===== config.mk =====
export PLATFORM = sky130hd
export DESIGN_NAME = temp_alert
export DESIGN_NICKNAME = d
export VERILOG_FILES = /design/src/temp_alert_pkg.sv /design/src/limit_cmp_if.sv /design/src/temp_alert.sv /design/src/limit_cmp.sv
export SDC_FILE = /design/constraint.sdc
export NUM_CORES = 1
export LEC_CHECK = 0
export BUFFER_PORTS_ARGS = -buffer_cell sky130_fd_sc_hd__buf_2
export CAP_MARGIN = 20
export CELL_PAD_IN_SITES_DETAIL_PLACEMENT = 0
export CELL_PAD_IN_SITES_GLOBAL_PLACEMENT = 2
export CORE_UTILIZATION = 30
export DETAILED_ROUTE_END_ITERATION = 16
export GPL_TIMING_DRIVEN = 0
export PLACE_DENSITY = 0.82
export SLEW_MARGIN = 10
export SYNTH_ARGS = -nofsm -noshare
export SYNTH_HDL_FRONTEND = slang
export SYNTH_SLANG_ARGS = --single-unit

===== constraint.sdc =====
create_clock -name mclk -period 3.7 [get_ports mclk]
set_clock_uncertainty 0.1 [all_clocks]
set_input_delay 0.185 -clock mclk [delete_from_list [all_inputs] [get_ports mclk]]
set_output_delay 0.185 -clock mclk [all_outputs]
set_load 0.1 [all_outputs]

===== src/temp_alert_pkg.sv =====
/*
 * constants for the temperature limit and alert logic: status bit positions,
 * reading formats, reset values of the held settings.
 * assumes readings are left justified 16-bit words in 1/256 degree units.
 */
package temp_alert_pkg;

	// ****************************************************************
	// alert status bit positions
	// ****************************************************************
	localparam int unsigned ST_BUSY     = 7;  // conversion in progress, live
	localparam int unsigned ST_LHIGH    = 6;  // local above local high limit
	localparam int unsigned ST_RHIGH    = 4;  // remote above remote high limit
	localparam int unsigned ST_RLOW     = 3;  // remote below remote low limit
	localparam int unsigned ST_FAULT    = 2;  // remote diode fault
	localparam int unsigned ST_RCRIT    = 1;  // remote above critical limit

	// bits that may pull the alert line; busy and diode fault never do
	localparam logic [7:0]  ALERT_SRC   = 8'h5A;

	// ****************************************************************
	// reading formats
	// ****************************************************************
	localparam logic [15:0] RES_MASK_11 = 16'hFFE0;  // 11-bit, 1/8 degree
	localparam logic [15:0] RES_MASK_13 = 16'hFFF8;  // 13-bit, 1/32 degree
	localparam logic signed [17:0] SIGNED_MAX   = 18'sh0_7FFF;
	localparam logic signed [17:0] SIGNED_MIN   = -18'sh0_8000;
	localparam logic signed [17:0] UNSIGNED_MAX = 18'sh0_FFFF;
	localparam logic signed [17:0] UNSIGNED_MIN = 18'sh0_0000;

	// ****************************************************************
	// reset values
	// ****************************************************************
	localparam logic [15:0] CRIT_LIMIT_RST = 16'h5500;  // locked critical limit
	localparam logic [7:0]  CRIT_HYST_RST  = 8'h0A;     // critical hysteresis
	localparam logic [7:0]  LUT_HYST_RST   = 8'h04;     // fan table hysteresis

endpackage


===== src/limit_cmp_if.sv =====
/*
 * carrier between the alert logic and one limit comparator.
 * assumes both operands are already extended to 17 signed bits.
 */
`timescale 1ns/1ps
`default_nettype none

interface limit_cmp_if;
	logic signed [16:0] reading;  // extended reading
	logic signed [16:0] limit;    // extended limit
	logic               above;    // reading greater than limit
	logic               below;    // reading less than limit

	modport cmp  (input reading, input limit, output above, output below);
	modport user (output reading, output limit, input above, input below);
endinterface

`default_nettype wire


===== src/temp_alert.sv =====
/*
 * limit comparison, alert status, alert and critical open-drain outputs,
 * remote reading correction and standby gating of a remote diode sensor.
 * assumes conversion results arrive as a one-cycle strobe from the converter
 * and that host register accesses arrive as one-cycle pulses, all on mclk.
 */
`timescale 1ns/1ps
`default_nettype none

// Operation
// - compare readings to limits, set flags
// - unmasked alert flags pull alert low
// - alert and critical pins open-drain, active low
// - critical pin asserts above critical limit
// - critical and fan hysteresis held separately
// - format select chooses signed or unsigned
// - comparator mode releases alert when condition ends
// - comparator mode bit, reset zero
// - interrupt mode when comparator bit low
// - status read sets mask in interrupt mode while an alert-capable flag is set
// - status read clears flags, releases alert in interrupt mode
// - flags clear on read, reassert next conversion
// - standby stops continuous conversions
// - standby bit may stop fan output
// - local 8-bit, remote 11-bit left justified
// - filter widens remote to 13 bits
// - signed offset added to remote reading
// - critical clears at limit minus hysteresis
// - critical limit locked until unlock bit
module temp_alert (
	// clock and reset
	input  wire logic        mclk,
	input  wire logic        rstn,
	// conversion results
	input  wire logic        conv_done,
	input  wire logic [7:0]  local_reading,
	input  wire logic [15:0] remote_raw,
	input  wire logic        conv_busy,
	input  wire logic        remote_diode_fault_flag,
	// limits and corrections
	input  wire logic [7:0]  local_high_limit,
	input  wire logic [15:0] remote_high_limit,
	input  wire logic [15:0] remote_low_limit,
	input  wire logic [7:0]  remote_offset_hi_byte,
	input  wire logic [7:0]  remote_offset_lo_byte,
	// critical limit and hysteresis writes
	input  wire logic        crit_limit_unlock,
	input  wire logic        crit_limit_wr,
	input  wire logic [15:0] crit_limit_wdata,
	input  wire logic        crit_hyst_wr,
	input  wire logic        lut_hyst_wr,
	input  wire logic [7:0]  hyst_wdata,
	// configuration
	input  wire logic        unsigned_format_sel,
	input  wire logic        filter_en,
	input  wire logic        comparator_mode,
	input  wire logic        standby,
	input  wire logic        pwm_off_in_standby,
	// host access
	input  wire logic        status_rd,
	input  wire logic        mask_wr,
	input  wire logic        mask_wdata,
	// status and corrected readings
	output logic [7:0]       status_q,
	output logic             alert_mask_q,
	output logic [15:0]      remote_reading_q,
	output logic [7:0]       local_reading_q,
	output logic [15:0]      crit_limit_q,
	output logic [7:0]       crit_hyst_q,
	output logic [7:0]       lut_hyst_q,
	// converter and fan control
	output logic             conv_run_q,
	output logic             pwm_run_q,
	// open-drain pins, enable low while pulling low
	output logic             alert_o,
	output logic             alert_oe_n_q,
	output logic             crit_temp_out_o,
	output logic             crit_temp_out_oe_n_q
);

	// ****************************************************************
	// reading correction
	// ****************************************************************
	logic signed [17:0] raw_x;      // raw reading extended
	logic signed [17:0] off_x;      // offset extended
	logic signed [17:0] sum_x;      // corrected, unclamped
	logic signed [17:0] hi_x;       // clamp top for format
	logic signed [17:0] lo_x;       // clamp bottom for format
	logic [15:0]        clamp_w;    // clamped reading
	logic [15:0]        res_mask;   // resolution mask
	logic               accept;     // result taken this cycle
	logic               cmp_ok_q;   // registered result ready to compare

	// results arriving during standby are dropped
	assign accept   = conv_done & ~standby;
	assign raw_x    = unsigned_format_sel ? $signed({2'b00, remote_raw})
	                                      : $signed({{2{remote_raw[15]}}, remote_raw});
	assign off_x    = $signed({{2{remote_offset_hi_byte[7]}},
	                           remote_offset_hi_byte, remote_offset_lo_byte});
	assign sum_x    = raw_x + off_x;
	assign hi_x     = unsigned_format_sel ? temp_alert_pkg::UNSIGNED_MAX
	                                      : temp_alert_pkg::SIGNED_MAX;
	assign lo_x     = unsigned_format_sel ? temp_alert_pkg::UNSIGNED_MIN
	                                      : temp_alert_pkg::SIGNED_MIN;
	// clamp instead of rolling over at full scale
	assign clamp_w  = (sum_x > hi_x) ? hi_x[15:0] : (sum_x < lo_x) ? lo_x[15:0] : sum_x[15:0];
	// 11-bit left justified, or 13-bit with the filter
	assign res_mask = filter_en ? temp_alert_pkg::RES_MASK_13
	                            : temp_alert_pkg::RES_MASK_11;

	// register the corrected results, stage one
	always_ff @(posedge mclk or negedge rstn) begin
		if (!rstn) begin
			remote_reading_q <= 16'h0000;
			local_reading_q  <= 8'h00;
			cmp_ok_q         <= 1'b0;
		end else begin
			cmp_ok_q <= accept;
			if (accept) begin
				remote_reading_q <= clamp_w & res_mask;
				local_reading_q  <= local_reading;
			end
		end
	end

	// ****************************************************************
	// limit comparators
	// ****************************************************************
	limit_cmp_if c_high ();   // remote high
	limit_cmp_if c_low ();    // remote low
	limit_cmp_if c_crit ();   // remote critical

	logic signed [16:0] rdg_x;  // reading in comparison format

	// one format select governs reading and all remote limits
	assign rdg_x          = unsigned_format_sel ? $signed({1'b0, remote_reading_q})
	                        : $signed({remote_reading_q[15], remote_reading_q});
	assign c_high.reading = rdg_x;
	assign c_low.reading  = rdg_x;
	assign c_crit.reading = rdg_x;
	assign c_high.limit   = unsigned_format_sel ? $signed({1'b0, remote_high_limit})
	                        : $signed({remote_high_limit[15], remote_high_limit});
	assign c_low.limit    = unsigned_format_sel ? $signed({1'b0, remote_low_limit})
	                        : $signed({remote_low_limit[15], remote_low_limit});
	assign c_crit.limit   = unsigned_format_sel ? $signed({1'b0, crit_limit_q})
	                        : $signed({crit_limit_q[15], crit_limit_q});

	limit_cmp u_high (.c(c_high));
	limit_cmp u_low  (.c(c_low));
	limit_cmp u_crit (.c(c_crit));

	// ****************************************************************
	// critical hysteresis at whole-degree resolution
	// ****************************************************************
	logic signed [9:0] rdg_int;     // reading, whole degrees
	logic signed [9:0] crit_rel;    // release threshold
	logic              local_hi;    // local above its limit
	logic              crit_q;      // critical condition with hysteresis
	logic              crit_d;

	assign rdg_int  = {rdg_x[16], rdg_x[16:8]};
	assign crit_rel = {c_crit.limit[16], c_crit.limit[16:8]} - $signed({2'b00, crit_hyst_q});
	assign local_hi = $signed(local_reading_q) > $signed(local_high_limit);
	// set above the limit, release only at or below limit minus hysteresis
	assign crit_d   = !cmp_ok_q ? crit_q
	                : c_crit.above ? 1'b1
	                : (rdg_int <= crit_rel) ? 1'b0 : crit_q;

	// ****************************************************************
	// status flags
	// ****************************************************************
	logic [7:0] cond_w;     // this conversion's out-of-limit set
	logic [7:0] cond_q;     // latest out-of-limit set, comparator mode
	logic [7:0] status_d;
	logic       status_hot; // an alert-capable flag is set

	assign cond_w = {1'b0, local_hi, 1'b0, c_high.above, c_low.below,
	                 remote_diode_fault_flag, crit_d, 1'b0};
	assign status_hot = |(status_q & temp_alert_pkg::ALERT_SRC);
	// read clears, but a flag set in the same cycle survives
	assign status_d = ((status_rd ? 8'h00 : status_q)
	                  | (cmp_ok_q ? cond_w : 8'h00)) & ~(8'h01 << temp_alert_pkg::ST_BUSY)
	                  | ({7'h00, conv_busy} << temp_alert_pkg::ST_BUSY);

	// comparisons land one cycle after the result is registered
	always_ff @(posedge mclk or negedge rstn) begin
		if (!rstn) begin
			status_q <= 8'h00;
			cond_q   <= 8'h00;
			crit_q   <= 1'b0;
		end else begin
			status_q <= status_d;
			crit_q   <= crit_d;
			if (cmp_ok_q) begin
				cond_q <= cond_w;
			end
		end
	end

	// ****************************************************************
	// mask, alert and critical pins
	// ****************************************************************
	logic mask_d;
	logic alert_pull;   // alert line to be pulled low

	// read in interrupt mode with an alert-capable flag set masks; a host write only lands otherwise
	assign mask_d = (status_rd & ~comparator_mode & status_hot) ? 1'b1
	              : mask_wr ? mask_wdata : alert_mask_q;
	// comparator mode follows the live condition, interrupt mode the flags
	assign alert_pull = ~alert_mask_q & (comparator_mode
	                  ? |(cond_q & temp_alert_pkg::ALERT_SRC)
	                  : (status_hot & ~status_rd));

	// pins only ever pull low or release; their data bits sit low in the pin flops
	// below, so every pin of the block leaves a register

	always_ff @(posedge mclk or negedge rstn) begin
		if (!rstn) begin
			alert_mask_q         <= 1'b0;
			alert_oe_n_q         <= 1'b1;
			alert_o              <= 1'b0;
			crit_temp_out_o      <= 1'b0;
			crit_temp_out_oe_n_q <= 1'b1;
		end else begin
			alert_mask_q         <= mask_d;
			alert_oe_n_q         <= ~alert_pull;
			alert_o              <= 1'b0;
			crit_temp_out_o      <= 1'b0;
			crit_temp_out_oe_n_q <= ~crit_q;
		end
	end

	// ****************************************************************
	// held settings and standby controls
	// ****************************************************************
	// critical limit stays at reset value until unlocked
	always_ff @(posedge mclk or negedge rstn) begin
		if (!rstn) begin
			crit_limit_q <= temp_alert_pkg::CRIT_LIMIT_RST;
			crit_hyst_q  <= temp_alert_pkg::CRIT_HYST_RST;
			lut_hyst_q   <= temp_alert_pkg::LUT_HYST_RST;
			conv_run_q   <= 1'b0;
			pwm_run_q    <= 1'b0;
		end else begin
			if (crit_limit_wr && crit_limit_unlock) begin
				crit_limit_q <= crit_limit_wdata;
			end
			if (crit_hyst_wr) begin
				crit_hyst_q <= hyst_wdata;
			end
			if (lut_hyst_wr) begin
				lut_hyst_q <= hyst_wdata;
			end
			conv_run_q <= ~standby;
			pwm_run_q  <= ~(standby & pwm_off_in_standby);
		end
	end
endmodule

`default_nettype wire


===== src/limit_cmp.sv =====
/*
 * one signed magnitude comparator of a reading against a limit.
 * assumes operands are extended by the caller per the selected format.
 */
`timescale 1ns/1ps
`default_nettype none

module limit_cmp (
	// comparison carrier
	limit_cmp_if.cmp c
);
	// purely combinational: results are registered by the caller
	assign c.above = (c.reading > c.limit);
	assign c.below = (c.reading < c.limit);
endmodule

`default_nettype wire


# --- Word level (Yosys, flattened, before mapping) ---
# Cells that the tools add are included.
totals:
  ff_bits: 76
classes:
  n_mux: 18
  n_bitwise: 16
  add_sub_neg: 2
  order_cmp: 7
  n_reduce_logical: 4
ops:
  columns: ["operator", "n"]
  rows:
  - ["$mux W17", 4]
  - ["$mux W16", 3]
  - ["$mux W18", 2]
  - ["$gt A17 B17 Y1", 2]
  - ["$add A18 B16 Y18", 1]
  - ["$gt A18 B17 Y1", 1]
  - ["$lt A18 B18 Y1", 1]
  - ["$lt A17 B17 Y1", 1]
  - ["$and A16 B16 Y16", 1]
  - ["$mux W7", 2]
  - ["$le A9 B10 Y1", 1]
  - ["$sub A9 B9 Y10", 1]
  - ["$gt A8 B8 Y1", 1]
  - ["$or A7 B8 Y8", 1]
  - ["$reduce_or A4 Y1", 2]
  - ["$not A1 Y1", 7]
  - ["$or A7 B7 Y7", 1]
  - ["$and A1 B1 Y1", 6]
  - ["$mux W1", 6]
  - ["$mux W5", 1]
  - ["$reduce_bool A2 Y1", 1]
  - ["$logic_and A1 B1 Y1", 1]

# --- Depth between registers and ports, before layout ---
depth:
  depth_word: 9
  mapped_depth: 18
  depth_no_buf: 18

# --- Hierarchy ---
# A second synthesis with hierarchy kept.
unflattened:
  cells_unflattened: 687
  hier_area_um2: 6048.3
modules_own_cells:
  columns: ["module", "cells_per_inst", "seq_area_each_um2", "area_each_um2", "instances"]
  rows:
  - ["temp_alert", 495, 1813.0, 4697.0, 1]
  - ["limit_cmp", 64, 0.0, 450.4, 3]

# --- Worst setup path before layout ---
# No wires, ideal clock.
synth_path:
  path_kind: "input-to-reg"
  start: "input port remote_raw[1]"
  end: "register remote_reading_q[15]"
  required_time_ns: 3.518
  setup_ns: 0.082
  path_buffers: 0
  path_stages: 17
  t_arrival_ns: 3.611
  path_slack_ns: -0.093
  cell_sequence: "ha_1 > a211oi_2 > o21ai_2 > o21a_1 > o31a_1 > o211a_1 > nor2_1 > xor2_1 > inv_1 > ha_1 > nor4b_1 > nand4_1 > nor4_2 > nand3_1 > o311a_4 > a2111o_1 > a31oi_1"
synth_via:
  elab_chain_len: 6
synth_lines:
  columns: ["item", "line", "source"]
  rows:
  - ["start: declaration", "temp_alert.sv:37", "input wire logic [15:0] remote_raw,"]
  - ["$mux W18 *", "temp_alert.sv:96", "assign raw_x = unsigned_format_sel ? $signed({2'b00, remote_raw})"]
  - ["$add A18 B16 Y18 *", "temp_alert.sv:100", "assign sum_x = raw_x + off_x;"]
  - ["$lt A18 B18 Y1", "temp_alert.sv:106", "assign clamp_w = (sum_x > hi_x) ? hi_x[15:0] : (sum_x < lo_x) ? lo_x[15:0] : sum_x[15:0];"]
  - ["$mux W16", "temp_alert.sv:106", null]
  - ["$mux W16 *", "temp_alert.sv:106", null]
  - ["$and A16 B16 Y16 *", "temp_alert.sv:120", "remote_reading_q <= clamp_w & res_mask;"]
  - ["end signal: assignment", "temp_alert.sv:120", null]
  - ["end: declaration", "temp_alert.sv:66", "output logic [15:0] remote_reading_q,"]
# Every way passes the cells marked *; elsewhere a longest branch is shown, timed or not.
# A chain may end at the register's enable or synchronous reset.

# --- Final worst setup path ---
layout_path:
  start: "input port remote_offset_lo_byte[1]"
  end: "register remote_reading_q[15]"
layout_via:
  elab_chain_len: 5
layout_lines:
  columns: ["item", "line", "source"]
  rows:
  - ["start: declaration", "temp_alert.sv:45", "input wire logic [7:0] remote_offset_lo_byte,"]
  - ["$add A18 B16 Y18 *", "temp_alert.sv:100", null]
  - ["$lt A18 B18 Y1", "temp_alert.sv:106", null]
  - ["$mux W16", "temp_alert.sv:106", null]
  - ["$mux W16 *", "temp_alert.sv:106", null]
  - ["$and A16 B16 Y16 *", "temp_alert.sv:120", null]
# Marks and branches as above.

==> summary.md <==
## Final layout
- 38.96% — Area Overhead vs Synth
- buf_2 (182), inv_1 (90), ha_1 (82) — leading cell types in the layout, fill and taps excluded
- 1,856 — fillcell total
- buf_2 — commonest non-fill, non-tap cell in the layout
- 33.57% — layout cell share with drive strength beyond 1
- 1,068 — net count of the finished layout
- 0.007899 mm2 — final non-filler cell area

## Routing
- 5 — number of iterations in the first detailed-routing pass
- 5,196 — vias after detailed routing
- 0 — antenna violation net count after detailed routing
- 4.758 — vias per std cell
- 14.76 um — Avg WL per Cell
- 0 — drt drc
- 192 — Initial DRC Count
- 16,120 um — total wire length after detailed routing

## Worst setup path
- 2 — buffers and inverters on the worst path
- 3.87 ns — required time reported for the critical path endpoint
- status_q[1] — reg2reg end
- 0.27 ns — reg2reg setup slack
- compound AO/OA/AOI/OAI gates — family of cells with the greatest summed delay on the critical path
- 0.38 ns — critical path's largest stage delay
- input port — type of origin of the critical path
- 6 — worst-path fanout max
- buf_8 > ha_4 > a211oi_2 > o21ai_2 > o21a_1 > o31a_1 > o211a_1 > nor2_2 > xor2_1 > inv_1 > ha_1 > nor4b_4 > nand4_1 > nor4_2 > nand3_1 > o311a_4 > a2111o_1 > a31oi_1 — crit path cell chain
- remote_offset_lo_byte[1] — worst setup path start
- 3.69 ns — signal arrival time at the worst endpoint
- 17 — number of cells on the worst reg-to-reg path
- input port to flop — CP Class
- flop — sort of element at the end of the critical path
- o311a_4 — Critical-path top delay cell
- crit_limit_q[8] — r2r startpoint

## Yosys
- 0.005684 mm2 — synthesized area
- 72 — post-synthesis sequential element count
- dfrtp_1 — dominant cell type by area after synthesis
- dfrtp_1 (28%), ha_1 (20%), mux2_2 (6.3%), inv_1 (5.9%), dfstp_2 (4.2%) — main area contributors after synthesis
- 606 — post-synthesis cell count
- 100.0% — async set-or-reset flop fraction in the synthesized netlist
- dfrtp_1 — Most used DFF post-synth
- 9.380 um2 — average cell area after synthesis
- 0 — number of synthesized flops with an enable pin
- 31.90% — sequential-to-total area share from yosys stat
- 0 — number of synthesis warnings
- 27.73% — Yosys top cell area share
- 69 — count of cell types in the netlist

## Worst hold path
- input port to flop — Hold Path Class
- filter_en — hold path startpoint
- 3 — count of cells along the worst hold path
- remote_reading_q[4] — capture endpoint of the worst hold path

## Power
- 48.21% — fraction of power spent switching nets
- 2.057 mW — NetSw
- 3.988 nW — P_leak
- 25.3% — proportion of power drawn by flip-flops and latches
- 2.210 mW — cell internal pwr
- 22.8% — power share of the clock group
- 0.1871 mV — Peak supply drop
- 540.3 mW/mm2 — total power per unit cell area
- 51.9% — logic gate share of total power

## CTS
- 9 — total CTS buffers
- 0.35 ns — clock latency of the later-clocked register in the worst-skew pair
- clkbuf_16 — CTS Root Buffer Type
- 0.06 ns — CTS clock-pin slew for the worst setup and hold paths
- yes — clock tree from TritonCTS
- 3 — H-tree Lvls
- 2 — clk buf depth
- 72 — # clock sinks

## Placement
- -0.5196 ns — worst setup slack after placement
- 13,020 um — dpl hpwl
- 0.8192 — GP Congestion
- 185 — quantity of I/O buffers inserted on ports
- 0.006957 mm2 — Placement Cell Area

## Floorplanning
- 31.11% — starting utilization of the core area
- 192 — count of boundary I/O pins
- 0.01827 mm2 — placeable core area
- 139.7 um — width of the die
- 49 — Site Rows
- 139.7 um — height of the die
- 0.01950 mm2 — Die ar.

## Timing
- 95.21% — crit share post-route
- 1.065 ns — Worst Tran Pin Value
- 0.2839 GHz — maximum operating frequency
- 0 — Final Hold Viols
- 28.45% — tightest slew margin relative to the limit
- 0.01395 ns — WHS
- 0 — Final Slew Violations
- 0.1771 ns — PnR worst setup slack
- 0 — final setup violation count
- 3.523 ns — post-layout minimum cycle time
- true — RSZ-0062 raised after global routing

## Global routing
- 2 — antenna violations before repair
- 0 — leftover overflow at the end of global routing
- 25,750 um — first-pass GRT wire length
- 5,135 — vias in the first global route
- 39 — largest net degree at the start of global routing
- 16.86% — GRT Util Overall

## Flow run
- 0 — max-cap violations

## Run status
- complete, no violations — result of the run

[cell families after synthesis]
logic type               share of synthesized area, %
AND/OR/NAND/NOR                                 12.48
multiplexers                                    7.044
other                                         0.06597
AO/OA/AOI/OAI                                   18.69
flip-flops                                      31.90
XOR/XNOR                                        1.849
buffers and inverters                           7.682
adder cells (fa/ha/maj)                         20.30
[flip-flops by register name, indices dropped and copies added, names as in the netlist]
name                  count
alert_oe_n_q              1
lut_hyst_q                8
conv_run_q                1
alert_mask_q              1
cond_q                    4
local_reading_q           8
crit_temp_out_oe_n_q      1
status_q                  8
pwm_run_q                 1
remote_reading_q         13
crit_hyst_q               8
cmp_ok_q                  1
crit_limit_q             16
crit_q                    1
[worst register-to-register path: stages, from the launching register on]
cell and delay [ns]:
dfstp_2 0.54, inv_1 0.06, ha_1 0.21, fa_1 0.41, inv_1 0.07, a21oi_1 0.06, o21bai_1 0.21, a21oi_1 0.11
o21bai_1 0.19, a21o_1 0.14, a21oi_1 0.07, xor2_1 0.15, ha_1 0.32, a41oi_2 0.18, nand3_1 0.10, a21oi_1 0.19
nor2_1 0.07, a41oi_1 0.18
[how the worst max path moves through the flow]
| stage | to | slack [ns] | cells after the start |
|---|---|---|---|
| floorplan | remote_reading_q[15] | -0.008 | 17 |
| global placement | remote_reading_q[15] | -0.55 | 18 |
| detailed placement | remote_reading_q[7] | -0.52 | 18 |
| CTS | remote_reading_q[8] | -0.02 | 18 |
| global route | remote_reading_q[15] | -0.02 | 18 |
| finish | remote_reading_q[15] | 0.18 | 18 |
[through the flow]
stage	TNS, ns	std cells	power [mW]	util [%]
2_1_floorplan	-0.007733	610	2.747	-
3_3_place_gp	-6.791	1024	3.224	37.95
3_5_place_dp	-6.288	1025	3.234	38.08
4_1_cts	-0.04842	1089	4.290	42.80
5_1_grt	-0.01891	1091	4.538	43.22
6_report	0	1092	4.267	43.23
[synthesized netlist by cell type (all sizes together) (3+ instances only)]
master and count:
a21o 15, o21a 17, a31oi 12, dfrtp 63, buf 6, ha 89
nand4 8, nor4b 3, o311ai 4, o211ai 6, xnor2 8, xor2 4
and3 3, dfstp 9, o21ai 32, mux2i 4, clkbuf 8, nor4 4
inv 90, o21bai 4, o41ai 3, nand2 35, nand3 9, o31ai 6
nor2 31, nor3 8, and2 4, nor2b 15, nand2b 7, a21oi 24
or3 4, mux2 32, a2111oi 3
[power by group through the flow]
stage	logic [mW]	registers, mW	clock network [mW]
detailed placement	2.13	1.10	0
floorplan	0.862	1.89	0
global route	2.40	1.11	1.03
global placement	2.13	1.10	0
CTS	2.21	1.09	0.997
finish	2.21	1.08	0.972
[routing by layer]
| metal | GRT usage [%] | vias up | routed length, um |
|---|---|---|---|
| met3 | 3.613 | 13 | 783 |
| met2 | 28.19 | 140 | 7721 |
| met4 | 4.916 | 0 | 195 |
| met1 | 21.77 | 2387 | 7422 |
| met5 | 0 | - | 0 |
| li1 | - | 2656 | - |
[area by class of cell]
type                    count  area (um2)  share of cell area, %
diodes                      2       5.005                0.06336
plain buffers              14       100.1                  1.267
clock buffers               9       225.2                  2.851
clock inverters             7       103.9                  1.315
inverters                  90       337.8                  4.277
multi-input cells         434        3586                  45.40
flip-flops and latches     72        1813                  22.95
well taps                 229       286.5                  3.627
repair buffers            235        1441                  18.25
[repair_timing]
| action | CTS | global route |
|---|---|---|
| buffers inserted | 7 | 1 |
| gates resized for setup | 10 | 17 |
| endpoints found under the hold margin | 72 | 0 |
| hold buffers | 41 | 0 |
| pin swaps | 17 | 8 |
| setup endpoints to repair | 13 | 16 |
No activity file was read; power rests on OpenSTA's default activity.
